`config.mk`:
```
export PLATFORM = sky130hd
export DESIGN_NAME = stc_counter_unit
export DESIGN_NICKNAME = d
export VERILOG_FILES = /design/src/verilog/stc_pkg.sv /design/src/verilog/stc_counter_unit.sv
export SDC_FILE = /design/constraint.sdc
export NUM_CORES = 1
export LEC_CHECK = 0
export BUFFER_PORTS_ARGS = -buffer_cell sky130_fd_sc_hd__buf_2
export CELL_PAD_IN_SITES_DETAIL_PLACEMENT = 0
export CELL_PAD_IN_SITES_GLOBAL_PLACEMENT = 1
export CORE_ASPECT_RATIO = 1.25
export CORE_UTILIZATION = 46
export DETAILED_ROUTE_END_ITERATION = 10
export HOLD_SLACK_MARGIN = 0.1
export PLACE_DENSITY_LB_ADDON = 0.1
export SLEW_MARGIN = 20
export SYNTH_ARGS = -nofsm -noshare
export SYNTH_HDL_FRONTEND = slang
export SYNTH_SLANG_ARGS = --single-unit
```
`constraint.sdc`:
```
create_clock -name pclk -period 4.7 [get_ports pclk]
set_input_delay 0.47 -clock pclk [delete_from_list [all_inputs] [get_ports pclk]]
set_output_delay 0.47 -clock pclk [all_outputs]
set_load 0.03 [all_outputs]
```
`src/verilog/stc_pkg.sv`:
```
// Constants shared by the sixteen-bit counter unit
package stc_pkg;
  localparam int CNT_W = 16;
  localparam int ADDR_W = 8;
  // Register byte offsets on the APB bus
  localparam logic [7:0] OFS_CTRL_A = 8'h00;
  localparam logic [7:0] OFS_CTRL_B = 8'h04;
  localparam logic [7:0] OFS_CNT_LO = 8'h08;
  localparam logic [7:0] OFS_CNT_HI = 8'h0c;
  localparam logic [7:0] OFS_CMPA_LO = 8'h10;
  localparam logic [7:0] OFS_CMPA_HI = 8'h14;
  localparam logic [7:0] OFS_CMPB_LO = 8'h18;
  localparam logic [7:0] OFS_CMPB_HI = 8'h1c;
  localparam logic [7:0] OFS_CAP_LO = 8'h20;
  localparam logic [7:0] OFS_CAP_HI = 8'h24;
  localparam logic [7:0] OFS_FLAG = 8'h28;
  localparam logic [7:0] OFS_MASK = 8'h2c;
  // Field positions
  localparam int CA_WGM_LO = 0;
  localparam int CB_CS = 0;
  localparam int CB_WGM_HI = 3;
  localparam int CB_CAP_SRC = 5;
  localparam int CB_EDGE = 6;
  localparam int CB_NOISE = 7;
  localparam int FLAG_OVF = 7;
  localparam int FLAG_B = 6;
  localparam int FLAG_A = 5;
  localparam int FLAG_CAP = 3;
  localparam int MASK_OVF = 7;
  localparam int MASK_A = 6;
  localparam int MASK_B = 5;
  localparam int MASK_CAP = 3;
  // Reset values
  localparam logic [7:0] RST_BYTE = 8'h00;
  localparam logic [15:0] RST_WORD = 16'h0000;
  // Clock source codes
  localparam logic [2:0] CS_STOP = 3'h0;
  localparam logic [2:0] CS_DIV1 = 3'h1;
  localparam logic [2:0] CS_DIV8 = 3'h2;
  localparam logic [2:0] CS_DIV64 = 3'h3;
  localparam logic [2:0] CS_DIV256 = 3'h4;
  localparam logic [2:0] CS_DIV1024 = 3'h5;
  localparam logic [2:0] CS_EXT_FALL = 3'h6;
  localparam logic [2:0] CS_EXT_RISE = 3'h7;
  localparam logic [9:0] PSC_M8 = 10'h007;
  localparam logic [9:0] PSC_M64 = 10'h03f;
  localparam logic [9:0] PSC_M256 = 10'h0ff;
  localparam logic [9:0] PSC_M1024 = 10'h3ff;
  // Count limits
  localparam logic [15:0] CNT_BOTTOM = 16'h0000;
  localparam logic [15:0] CNT_MAX = 16'hffff;
  localparam logic [15:0] TOP_8BIT = 16'h00ff;
  localparam logic [15:0] TOP_9BIT = 16'h01ff;
  localparam logic [15:0] TOP_10BIT = 16'h03ff;
  localparam int NOISE_DEPTH_DEF = 4;
endpackage

```
`src/verilog/stc_counter_unit.sv`:
```
// Sixteen-bit timer/counter core with APB register access
// Notes on behaviour
// - Sixteen-bit counter counting up or down, with count, direction, clear.
// - Each timer tick clears, increments or decrements per active mode.
// - Clock source zero gives no tick; counter holds.
// - Clock source picks prescaled internal clock or external pin edge.
// - Software reads and writes the counter at any time.
// - Software counter write beats a same-cycle clear or count.
// - High-byte accesses go to the shared eight-bit temporary register.
// - Reading the low byte copies the high byte into temporary.
// - Writing the low byte loads all sixteen bits at once.
// - Bottom indication whenever the counter is zero.
// - All ones is the counter maximum.
// - Top comes from compare A, capture register or a fixed value.
// - Compare A as PWM top is double buffered, no PWM on A.
// - Both compares checked on every timer tick except the first tick after a counter write; matches set their flags.
// - Four-bit waveform mode split over both control registers.
// - Overflow flag set at the mode's overflow point.
// - Four interrupt sources: overflow, match A, match B, capture.
// - Four flags in one flag register, masked by one mask register.
// - Both control registers read and write directly.
// - Capture on chosen edge of pin or comparator, optional filter.
// - Capture flag set in the same cycle the value is captured.
// - Match flag set on the tick after counter equals compare.
//
// The APB register port and the address map were left to the implementer.
`timescale 1ns/1ps
module stc_counter_unit #(
  parameter int NOISE_DEPTH = stc_pkg::NOISE_DEPTH_DEF
) (
  // Clock and reset
  input wire logic pclk,
  input wire logic presetn,
  // APB slave
  input wire logic psel,
  input wire logic penable,
  input wire logic pwrite,
  input wire logic [7:0] paddr,
  input wire logic [31:0] pwdata,
  output logic [31:0] prdata,
  output logic pready,
  output logic pslverr,
  // Event inputs
  input wire logic ext_count_pin,
  input wire logic capture_pin,
  input wire logic comparator_in,
  // Status toward the waveform and interrupt logic
  output logic [15:0] count_value,
  output logic timer_tick,
  output logic count_at_top,
  output logic count_at_bottom,
  output logic match_a_pulse,
  output logic match_b_pulse,
  output logic irq_overflow,
  output logic irq_match_a,
  output logic irq_match_b,
  output logic irq_capture
);
  generate
    if (NOISE_DEPTH < 2 || NOISE_DEPTH > 8) begin : g_bad_depth
      $error("NOISE_DEPTH must lie between 2 and 8");
    end
  endgenerate

  function automatic logic [9:0] psc_mask(input logic [2:0] cs);
    case (cs)
      stc_pkg::CS_DIV8: psc_mask = stc_pkg::PSC_M8;
      stc_pkg::CS_DIV64: psc_mask = stc_pkg::PSC_M64;
      stc_pkg::CS_DIV256: psc_mask = stc_pkg::PSC_M256;
      default: psc_mask = stc_pkg::PSC_M1024;
    endcase
  endfunction

  function automatic logic is_dual(input logic [3:0] m);
    is_dual = (m >= 4'h1 && m <= 4'h3) || (m >= 4'h8 && m <= 4'hb);
  endfunction

  function automatic logic is_ctc(input logic [3:0] m);
    is_ctc = (m == 4'h4) || (m == 4'hc);
  endfunction

  function automatic logic is_pwm(input logic [3:0] m);
    is_pwm = !(m == 4'h0 || m == 4'hd || is_ctc(m));
  endfunction

  function automatic logic cap_is_top(input logic [3:0] m);
    cap_is_top = (m == 4'h8) || (m == 4'ha) || (m == 4'hc) || (m == 4'he);
  endfunction

  function automatic logic addr_mapped(input logic [7:0] a);
    addr_mapped = (a[1:0] == 2'h0) && (a <= stc_pkg::OFS_MASK);
  endfunction

  logic [7:0] ctrl_a_reg;
  logic [7:0] ctrl_b_reg;
  logic [7:0] temp_reg;
  logic [15:0] count_reg;
  logic [15:0] count_next;
  logic up_reg;
  logic up_next;
  logic [15:0] bufa_reg;
  logic [15:0] bufb_reg;
  logic [15:0] cmpa_reg;
  logic [15:0] cmpb_reg;
  logic [15:0] cap_reg;
  logic [7:0] flag_reg;
  logic [7:0] mask_reg;
  logic [9:0] psc_reg;
  logic ext_prev_reg;
  logic block_reg;
  logic ack_reg;
  logic [31:0] prdata_reg;
  logic [NOISE_DEPTH-1:0] nc_reg;
  logic filt_reg;
  logic lvl_prev_reg;
  logic [3:0] wgm;
  logic [2:0] cs;
  logic tick;
  logic dual;
  logic [15:0] top_val;
  logic at_top;
  logic at_zero;
  logic wr_en;
  logic rd_en;
  logic cnt_wr;
  logic cnt_rd;
  logic set_ovf;
  logic set_a;
  logic set_b;
  logic cap_lvl;
  logic cap_evt;
  logic buf_load;
  logic [7:0] rd_mux;

  assign wgm = {ctrl_b_reg[stc_pkg::CB_WGM_HI +: 2],
                ctrl_a_reg[stc_pkg::CA_WGM_LO +: 2]};
  assign cs = ctrl_b_reg[stc_pkg::CB_CS +: 3];
  assign dual = is_dual(wgm);

  // APB handshake: one wait state so read data comes from a flop
  assign wr_en = psel && penable && ack_reg && pwrite;
  assign rd_en = psel && penable && !ack_reg && !pwrite;
  assign pready = ack_reg;
  assign pslverr = ack_reg && !addr_mapped(paddr);
  assign prdata = prdata_reg;
  assign cnt_wr = wr_en && (paddr == stc_pkg::OFS_CNT_LO);
  assign cnt_rd = rd_en && (paddr == stc_pkg::OFS_CNT_LO);

  always_ff @(posedge pclk or negedge presetn) begin
    if (!presetn) begin
      ack_reg <= 1'b0;
    end else begin
      ack_reg <= psel && penable && !ack_reg;
    end
  end

  // Prescaler and clock source selection
  always_ff @(posedge pclk or negedge presetn) begin
    if (!presetn) begin
      psc_reg <= 10'h000;
      ext_prev_reg <= 1'b0;
    end else begin
      psc_reg <= 10'(psc_reg + 10'h001);
      ext_prev_reg <= ext_count_pin;
    end
  end

  always_comb begin
    case (cs)
      stc_pkg::CS_STOP: tick = 1'b0;
      stc_pkg::CS_DIV1: tick = 1'b1;
      stc_pkg::CS_EXT_FALL: tick = ext_prev_reg && !ext_count_pin;
      stc_pkg::CS_EXT_RISE: tick = !ext_prev_reg && ext_count_pin;
      default: tick = (psc_reg & psc_mask(cs)) == psc_mask(cs);
    endcase
  end

  // Top of count by mode
  always_comb begin
    case (wgm)
      4'h1, 4'h5: top_val = stc_pkg::TOP_8BIT;
      4'h2, 4'h6: top_val = stc_pkg::TOP_9BIT;
      4'h3, 4'h7: top_val = stc_pkg::TOP_10BIT;
      4'h4, 4'h9, 4'hb, 4'hf: top_val = cmpa_reg;
      4'h8, 4'ha, 4'hc, 4'he: top_val = cap_reg;
      default: top_val = stc_pkg::CNT_MAX;
    endcase
  end
  assign at_top = count_reg == top_val;
  assign at_zero = count_reg == stc_pkg::CNT_BOTTOM;

  // Counter next value: software write first, then the tick
  always_comb begin
    count_next = count_reg;
    up_next = dual ? up_reg : 1'b1;
    if (cnt_wr) begin
      count_next = {temp_reg, pwdata[7:0]};
    end else if (tick) begin
      if (dual) begin
        if (up_reg && at_top) begin
          count_next = count_reg - 16'h0001;
          up_next = 1'b0;
        end else if (!up_reg && at_zero) begin
          count_next = count_reg + 16'h0001;
          up_next = 1'b1;
        end else if (up_reg) begin
          count_next = count_reg + 16'h0001;
        end else begin
          count_next = count_reg - 16'h0001;
        end
      end else if (at_top) begin
        count_next = stc_pkg::CNT_BOTTOM;
      end else begin
        count_next = count_reg + 16'h0001;
      end
    end
  end

  always_ff @(posedge pclk or negedge presetn) begin
    if (!presetn) begin
      count_reg <= stc_pkg::RST_WORD;
      up_reg <= 1'b1;
    end else begin
      count_reg <= count_next;
      up_reg <= up_next;
    end
  end

  // A counter write suppresses the compare match on the next tick
  always_ff @(posedge pclk or negedge presetn) begin
    if (!presetn) begin
      block_reg <= 1'b0;
    end else if (cnt_wr) begin
      block_reg <= 1'b1;
    end else if (tick) begin
      block_reg <= 1'b0;
    end
  end

  // Control registers
  always_ff @(posedge pclk or negedge presetn) begin
    if (!presetn) begin
      ctrl_a_reg <= stc_pkg::RST_BYTE;
      ctrl_b_reg <= stc_pkg::RST_BYTE;
    end else if (wr_en && paddr == stc_pkg::OFS_CTRL_A) begin
      ctrl_a_reg <= pwdata[7:0];
    end else if (wr_en && paddr == stc_pkg::OFS_CTRL_B) begin
      ctrl_b_reg <= pwdata[7:0];
    end
  end

  // Shared temporary byte for sixteen-bit access
  always_ff @(posedge pclk or negedge presetn) begin
    if (!presetn) begin
      temp_reg <= stc_pkg::RST_BYTE;
    end else if (wr_en && (paddr == stc_pkg::OFS_CNT_HI ||
                           paddr == stc_pkg::OFS_CMPA_HI ||
                           paddr == stc_pkg::OFS_CMPB_HI ||
                           paddr == stc_pkg::OFS_CAP_HI)) begin
      temp_reg <= pwdata[7:0];
    end else if (cnt_rd) begin
      temp_reg <= count_reg[15:8];
    end else if (rd_en && paddr == stc_pkg::OFS_CMPA_LO) begin
      temp_reg <= bufa_reg[15:8];
    end else if (rd_en && paddr == stc_pkg::OFS_CMPB_LO) begin
      temp_reg <= bufb_reg[15:8];
    end else if (rd_en && paddr == stc_pkg::OFS_CAP_LO) begin
      temp_reg <= cap_reg[15:8];
    end
  end

  // Compare buffers and active compare values
  assign buf_load = !is_pwm(wgm) ||
    (tick && ((wgm == 4'h8 || wgm == 4'h9) ? at_zero : at_top));

  always_ff @(posedge pclk or negedge presetn) begin
    if (!presetn) begin
      bufa_reg <= stc_pkg::RST_WORD;
      bufb_reg <= stc_pkg::RST_WORD;
    end else if (wr_en && paddr == stc_pkg::OFS_CMPA_LO) begin
      bufa_reg <= {temp_reg, pwdata[7:0]};
    end else if (wr_en && paddr == stc_pkg::OFS_CMPB_LO) begin
      bufb_reg <= {temp_reg, pwdata[7:0]};
    end
  end

  always_ff @(posedge pclk or negedge presetn) begin
    if (!presetn) begin
      cmpa_reg <= stc_pkg::RST_WORD;
      cmpb_reg <= stc_pkg::RST_WORD;
    end else if (buf_load) begin
      cmpa_reg <= bufa_reg;
      cmpb_reg <= bufb_reg;
    end
  end

  // Capture input: optional majority-free noise filter, edge detect
  always_ff @(posedge pclk or negedge presetn) begin
    if (!presetn) begin
      nc_reg <= '0;
      filt_reg <= 1'b0;
      lvl_prev_reg <= 1'b0;
    end else begin
      nc_reg <= {nc_reg[NOISE_DEPTH-2:0],
                 ctrl_b_reg[stc_pkg::CB_CAP_SRC] ? comparator_in
                                                 : capture_pin};
      if (nc_reg == {NOISE_DEPTH{1'b1}}) begin
        filt_reg <= 1'b1;
      end else if (nc_reg == {NOISE_DEPTH{1'b0}}) begin
        filt_reg <= 1'b0;
      end
      lvl_prev_reg <= cap_lvl;
    end
  end
  assign cap_lvl = ctrl_b_reg[stc_pkg::CB_NOISE] ? filt_reg : nc_reg[0];
  assign cap_evt = !cap_is_top(wgm) && (ctrl_b_reg[stc_pkg::CB_EDGE]
    ? (cap_lvl && !lvl_prev_reg) : (!cap_lvl && lvl_prev_reg));

  always_ff @(posedge pclk or negedge presetn) begin
    if (!presetn) begin
      cap_reg <= stc_pkg::RST_WORD;
    end else if (cap_evt) begin
      cap_reg <= count_reg;
    end else if (cap_is_top(wgm) && wr_en &&
                 paddr == stc_pkg::OFS_CAP_LO) begin
      cap_reg <= {temp_reg, pwdata[7:0]};
    end
  end

  // Flag sources; a set in the clearing cycle wins
  assign set_ovf = tick && !cnt_wr && (dual ? (!up_reg && at_zero)
    : is_ctc(wgm) ? (count_reg == stc_pkg::CNT_MAX) : at_top);
  assign set_a = tick && !block_reg && (count_reg == cmpa_reg);
  assign set_b = tick && !block_reg && (count_reg == cmpb_reg);

  always_ff @(posedge pclk or negedge presetn) begin
    if (!presetn) begin
      flag_reg <= stc_pkg::RST_BYTE;
    end else begin
      if (wr_en && paddr == stc_pkg::OFS_FLAG) begin
        flag_reg <= flag_reg & ~pwdata[7:0];
      end
      if (set_ovf) flag_reg[stc_pkg::FLAG_OVF] <= 1'b1;
      if (set_a) flag_reg[stc_pkg::FLAG_A] <= 1'b1;
      if (set_b) flag_reg[stc_pkg::FLAG_B] <= 1'b1;
      if (cap_evt) flag_reg[stc_pkg::FLAG_CAP] <= 1'b1;
    end
  end

  always_ff @(posedge pclk or negedge presetn) begin
    if (!presetn) begin
      mask_reg <= stc_pkg::RST_BYTE;
    end else if (wr_en && paddr == stc_pkg::OFS_MASK) begin
      mask_reg <= pwdata[7:0];
    end
  end

  // Read multiplexer; high bytes always read the temporary register
  always_comb begin
    case (paddr)
      stc_pkg::OFS_CTRL_A: rd_mux = ctrl_a_reg;
      stc_pkg::OFS_CTRL_B: rd_mux = ctrl_b_reg;
      stc_pkg::OFS_CNT_LO: rd_mux = count_reg[7:0];
      stc_pkg::OFS_CMPA_LO: rd_mux = bufa_reg[7:0];
      stc_pkg::OFS_CMPB_LO: rd_mux = bufb_reg[7:0];
      stc_pkg::OFS_CAP_LO: rd_mux = cap_reg[7:0];
      stc_pkg::OFS_CNT_HI, stc_pkg::OFS_CMPA_HI,
      stc_pkg::OFS_CMPB_HI, stc_pkg::OFS_CAP_HI: rd_mux = temp_reg;
      stc_pkg::OFS_FLAG: rd_mux = flag_reg & 8'he8;
      stc_pkg::OFS_MASK: rd_mux = mask_reg & 8'he8;
      default: rd_mux = 8'h00;
    endcase
  end

  always_ff @(posedge pclk or negedge presetn) begin
    if (!presetn) begin
      prdata_reg <= 32'h00000000;
    end else if (rd_en) begin
      prdata_reg <= {24'h000000, rd_mux};
    end
  end

  // Registered status outputs
  always_ff @(posedge pclk or negedge presetn) begin
    if (!presetn) begin
      count_value <= stc_pkg::RST_WORD;
      timer_tick <= 1'b0;
      count_at_top <= 1'b0;
      count_at_bottom <= 1'b1;
      match_a_pulse <= 1'b0;
      match_b_pulse <= 1'b0;
    end else begin
      count_value <= count_next;
      timer_tick <= tick;
      count_at_top <= count_next == top_val;
      count_at_bottom <= count_next == stc_pkg::CNT_BOTTOM;
      match_a_pulse <= set_a;
      match_b_pulse <= set_b;
    end
  end

  always_ff @(posedge pclk or negedge presetn) begin
    if (!presetn) begin
      irq_overflow <= 1'b0;
      irq_match_a <= 1'b0;
      irq_match_b <= 1'b0;
      irq_capture <= 1'b0;
    end else begin
      irq_overflow <= flag_reg[stc_pkg::FLAG_OVF] &&
                      mask_reg[stc_pkg::MASK_OVF];
      irq_match_a <= flag_reg[stc_pkg::FLAG_A] && mask_reg[stc_pkg::MASK_A];
      irq_match_b <= flag_reg[stc_pkg::FLAG_B] && mask_reg[stc_pkg::MASK_B];
      irq_capture <= flag_reg[stc_pkg::FLAG_CAP] &&
                     mask_reg[stc_pkg::MASK_CAP];
    end
  end
endmodule

```
==> results.toml <==
[cells_and_area]
final_cell_mix = "dfrtp_1, nor2_1, buf_4"
multi_input_area_um2 = 5670
fill_cells = 2028
diodes = 0
seqCellArea_um2 = 4130
fin_util = 0.552
area_growth_pct = 17.1
fin_cells = 1499
drive_above_1_share = 0.248
nets = 1258
layout_commonest_cell = "dfrtp_1"

[detailed_routing]
drc = 0
wl_um = 38900
drt_iter0_markers = 792
dr.pass1.iters = 6
routed_via_density = 6.43
wire_per_inst_um = 25.9
final_antenna_net_count = 0
vias = 9643

[sta]
final.setup.tns_ns = 0
final_hold_viol_count = 0
hold_slack_ns = 0.113
max_freq_ghz = 0.225
max-slew-margin-rel = 0.331
fin_skew_ns = 0.0169
max_slew.worst_pin.slew_ns = 0.994
slew_viol_final = 0
setup_viol = 0
rsz0062_at_grt = "false"
period_minus_slack_ns = 4.44
period_share = 0.944

[clocking]
postCtsSetupRepairBufs = 0
clock_latency_ns = 0.44
cts_root_buf = "clkbuf_16"
clk_pin_slew_worst_paths_ns = 0.08
clkSinkCount = 165
cts_tree = "done"
cts_buffer_depth = 2
cts_buffers = 17
htree_levels = 4

[yosys]
syn_inst = 1090
synth_edf_count = 0
ys_seq_elements = 165
ys.flop_type = "dfrtp_1"
yosys_warnings = 0
synth_area_um2 = 10200
synth.distinct_cells = 82
synth-async-reset-ratio = 1.00
avgSynthCellArea_um2 = 9.39
yosysSeqAreaShare = 0.404

[die]
die_area_um2 = 22800
die_w_um = 135
row_count = 60
dieHeight_um = 169
initial_core_util = 0.472
coreArea_um2 = 21700
ios = 107

[worst_setup_path]
slowest_stage = "or4_4"
crit_path_start_kind = "register"
cp.required_ns = 5.02
worst-path-buf-inv = 2
path_cells = "buf_12, nor3_4, o21ai_0, and3_1, or4b_4, or4_4, o31ai_4, a21oi_1, and3b_1, a2111oi_0, buf_4, nand4_1, nor4_2"
startpoint = "ctrl_b_reg[4]"
crit_family = "simple AND/OR/NAND/NOR gates"
path_class = "reg2reg"
slowest_delay_ns = 0.60
crit_cells = 13
timing.rr.start = "ctrl_b_reg[4]"
path_max_fanout = 20
arrival_ns = 4.76
critPathCaptureType = "register"
r2r_cells = 13

[global_routing]
grt_pass1_vias = 9342
grt_max_degree = 97
grt_pass1_wl_um = 58700
track_usage = 0.354
antenna_found_initial = 0
overflow = 0

[min_path]
hold_class = "in2async"

[pwr]
p_leak_uw = 0.00558
power.total_uw = 3300
seqPwrFrac = 0.454
ir_drop_uv = 235
switchingPower_uw = 974
power_density_nw_per_um2 = 276
p_clk_frac = 0.437
swShare = 0.295
p_int_uw = 2330
pwr-share-comb = 0.110

[job]
cap_violations = 0

[placed_design]
dp_hpwl_um = 29000
post-place-cells = 1467
gp_congestion = 0.998
io_buffers = 58

[status]
outcome = "finished, final reports clean"
-- routing by layer --
layer  up-vias  GRT usage  wire length, um
met5         -          0                0
met4         0      0.261             2950
met3       147     0.0608             2650
met2       500      0.561            18200
met1      4719      0.431            15100
li1       4277          -                -
-- power by group through the flow --
| stage | Clock (uW) | Sequential [uW] | Combinational [uW] |
|---|---|---|---|
| after detailed placement | 0 | 1520 | 352 |
| after global placement | 0 | 1520 | 352 |
| after floorplan | 0 | 1510 | 202 |
| after CTS | 1460 | 1500 | 353 |
| final | 1440 | 1500 | 362 |
| after global routing | 1520 | 1500 | 387 |
-- kinds of logic (layout without fill, tap and decap cells) --
| logic type | after synthesis | after routing | share of synthesized area |
|---|---|---|---|
| compound gates | 293 | 293 | 0.204 |
| buf+inv | 120 | 227 | 0.0551 |
| mux | 96 | 96 | 0.104 |
| fa+ha+maj | 3 | 3 | 0.00367 |
| other cells | 1 | 24 | 0.000366 |
| xor+xnor | 62 | 62 | 0.0531 |
| simple gates | 350 | 350 | 0.176 |
| flops | 165 | 165 | 0.404 |
-- per-stage QoR --
step | area, um2 | setup slack, ns
5_1_grt | 12000 | 0.0165
3_5_place_dp | 11400 | 0.223
6_report | 12000 | 0.264
3_3_place_gp | 11400 | 0.268
2_1_floorplan | 10300 | 0.521
4_1_cts | 12000 | 0.192
-- area by class of cell --
type | count | area share
Clock buffer | 18 | 0.0366
Sequential cell | 165 | 0.345
Timing Repair Buffer | 163 | 0.0926
Multi-Input combinational cell | 828 | 0.473
Tap cell | 279 | 0.0291
Clock inverter | 14 | 0.0138
Inverter | 32 | 0.0100
-- worst paths after layout --
| check | slack [ns] | to |
|---|---|---|
| setup / recovery | 0.26 | count_at_top |
| hold / removal | 0.11 | count_value[0] |
| setup reg to reg | 0.26 | count_at_top |
| hold reg to reg | 0.40 | nc_reg[1] |
| max in group asynchronous | 3.66 | psc_reg[5] |
| min in group pclk | 0.17 | ext_prev_reg |
-- timing repair --
action / in CTS / in global routing
setup endpoints to repair: 0 / 1
gates resized for setup: 0 / 2
hold buffers: 0 / 0
-- cells in the mapped netlist (4+ instances only) --
cell type,count,share of area
nor2_1,103,0.038
nor4_1,18,0.011
nand2_1,69,0.025
o21bai_1,4,0.0029
or4b_2,4,0.0039
o31ai_1,13,0.0095
o21a_1,8,0.0059
clkbuf_1,47,0.017
a211oi_1,17,0.012
o221ai_1,6,0.0051
or4_1,7,0.0051
a21o_1,5,0.0037
xor2_1,33,0.028
a221oi_1,5,0.0043
a211o_1,6,0.0051
o32ai_1,5,0.0043
mux2i_1,14,0.014
o211ai_1,7,0.0051
and2_1,8,0.0049
a2111oi_0,4,0.0034
inv_1,31,0.011
a21oi_1,49,0.024
o22ai_1,24,0.015
xnor2_1,29,0.025
a41oi_1,4,0.0034
buf_4,27,0.020
nor3b_1,4,0.0029
a31oi_1,8,0.0049
nand4_1,16,0.0098
a22oi_1,20,0.015
a22o_1,16,0.014
buf_1,9,0.0033
mux2_2,82,0.090
nand3_1,31,0.015
or3_1,11,0.0067
buf_2,4,0.0020
and4_1,4,0.0034
o21ai_0,43,0.021
a221o_1,4,0.0039
nor3_1,26,0.013
nand2b_1,13,0.0079
and3_1,12,0.0073
dfrtp_1,163,0.40
a2bb2oi_1,5,0.0043
a222oi_1,11,0.011
-- worst reg2reg max path: cells and delay by family, from the launching register on --
kind            cells  cell delay [ns]
simple gates        7             2.33
flops               1             0.48
compound gates      4             1.12
buf+inv             2             0.39
Note: power is estimated with default switching activity, not from simulation.
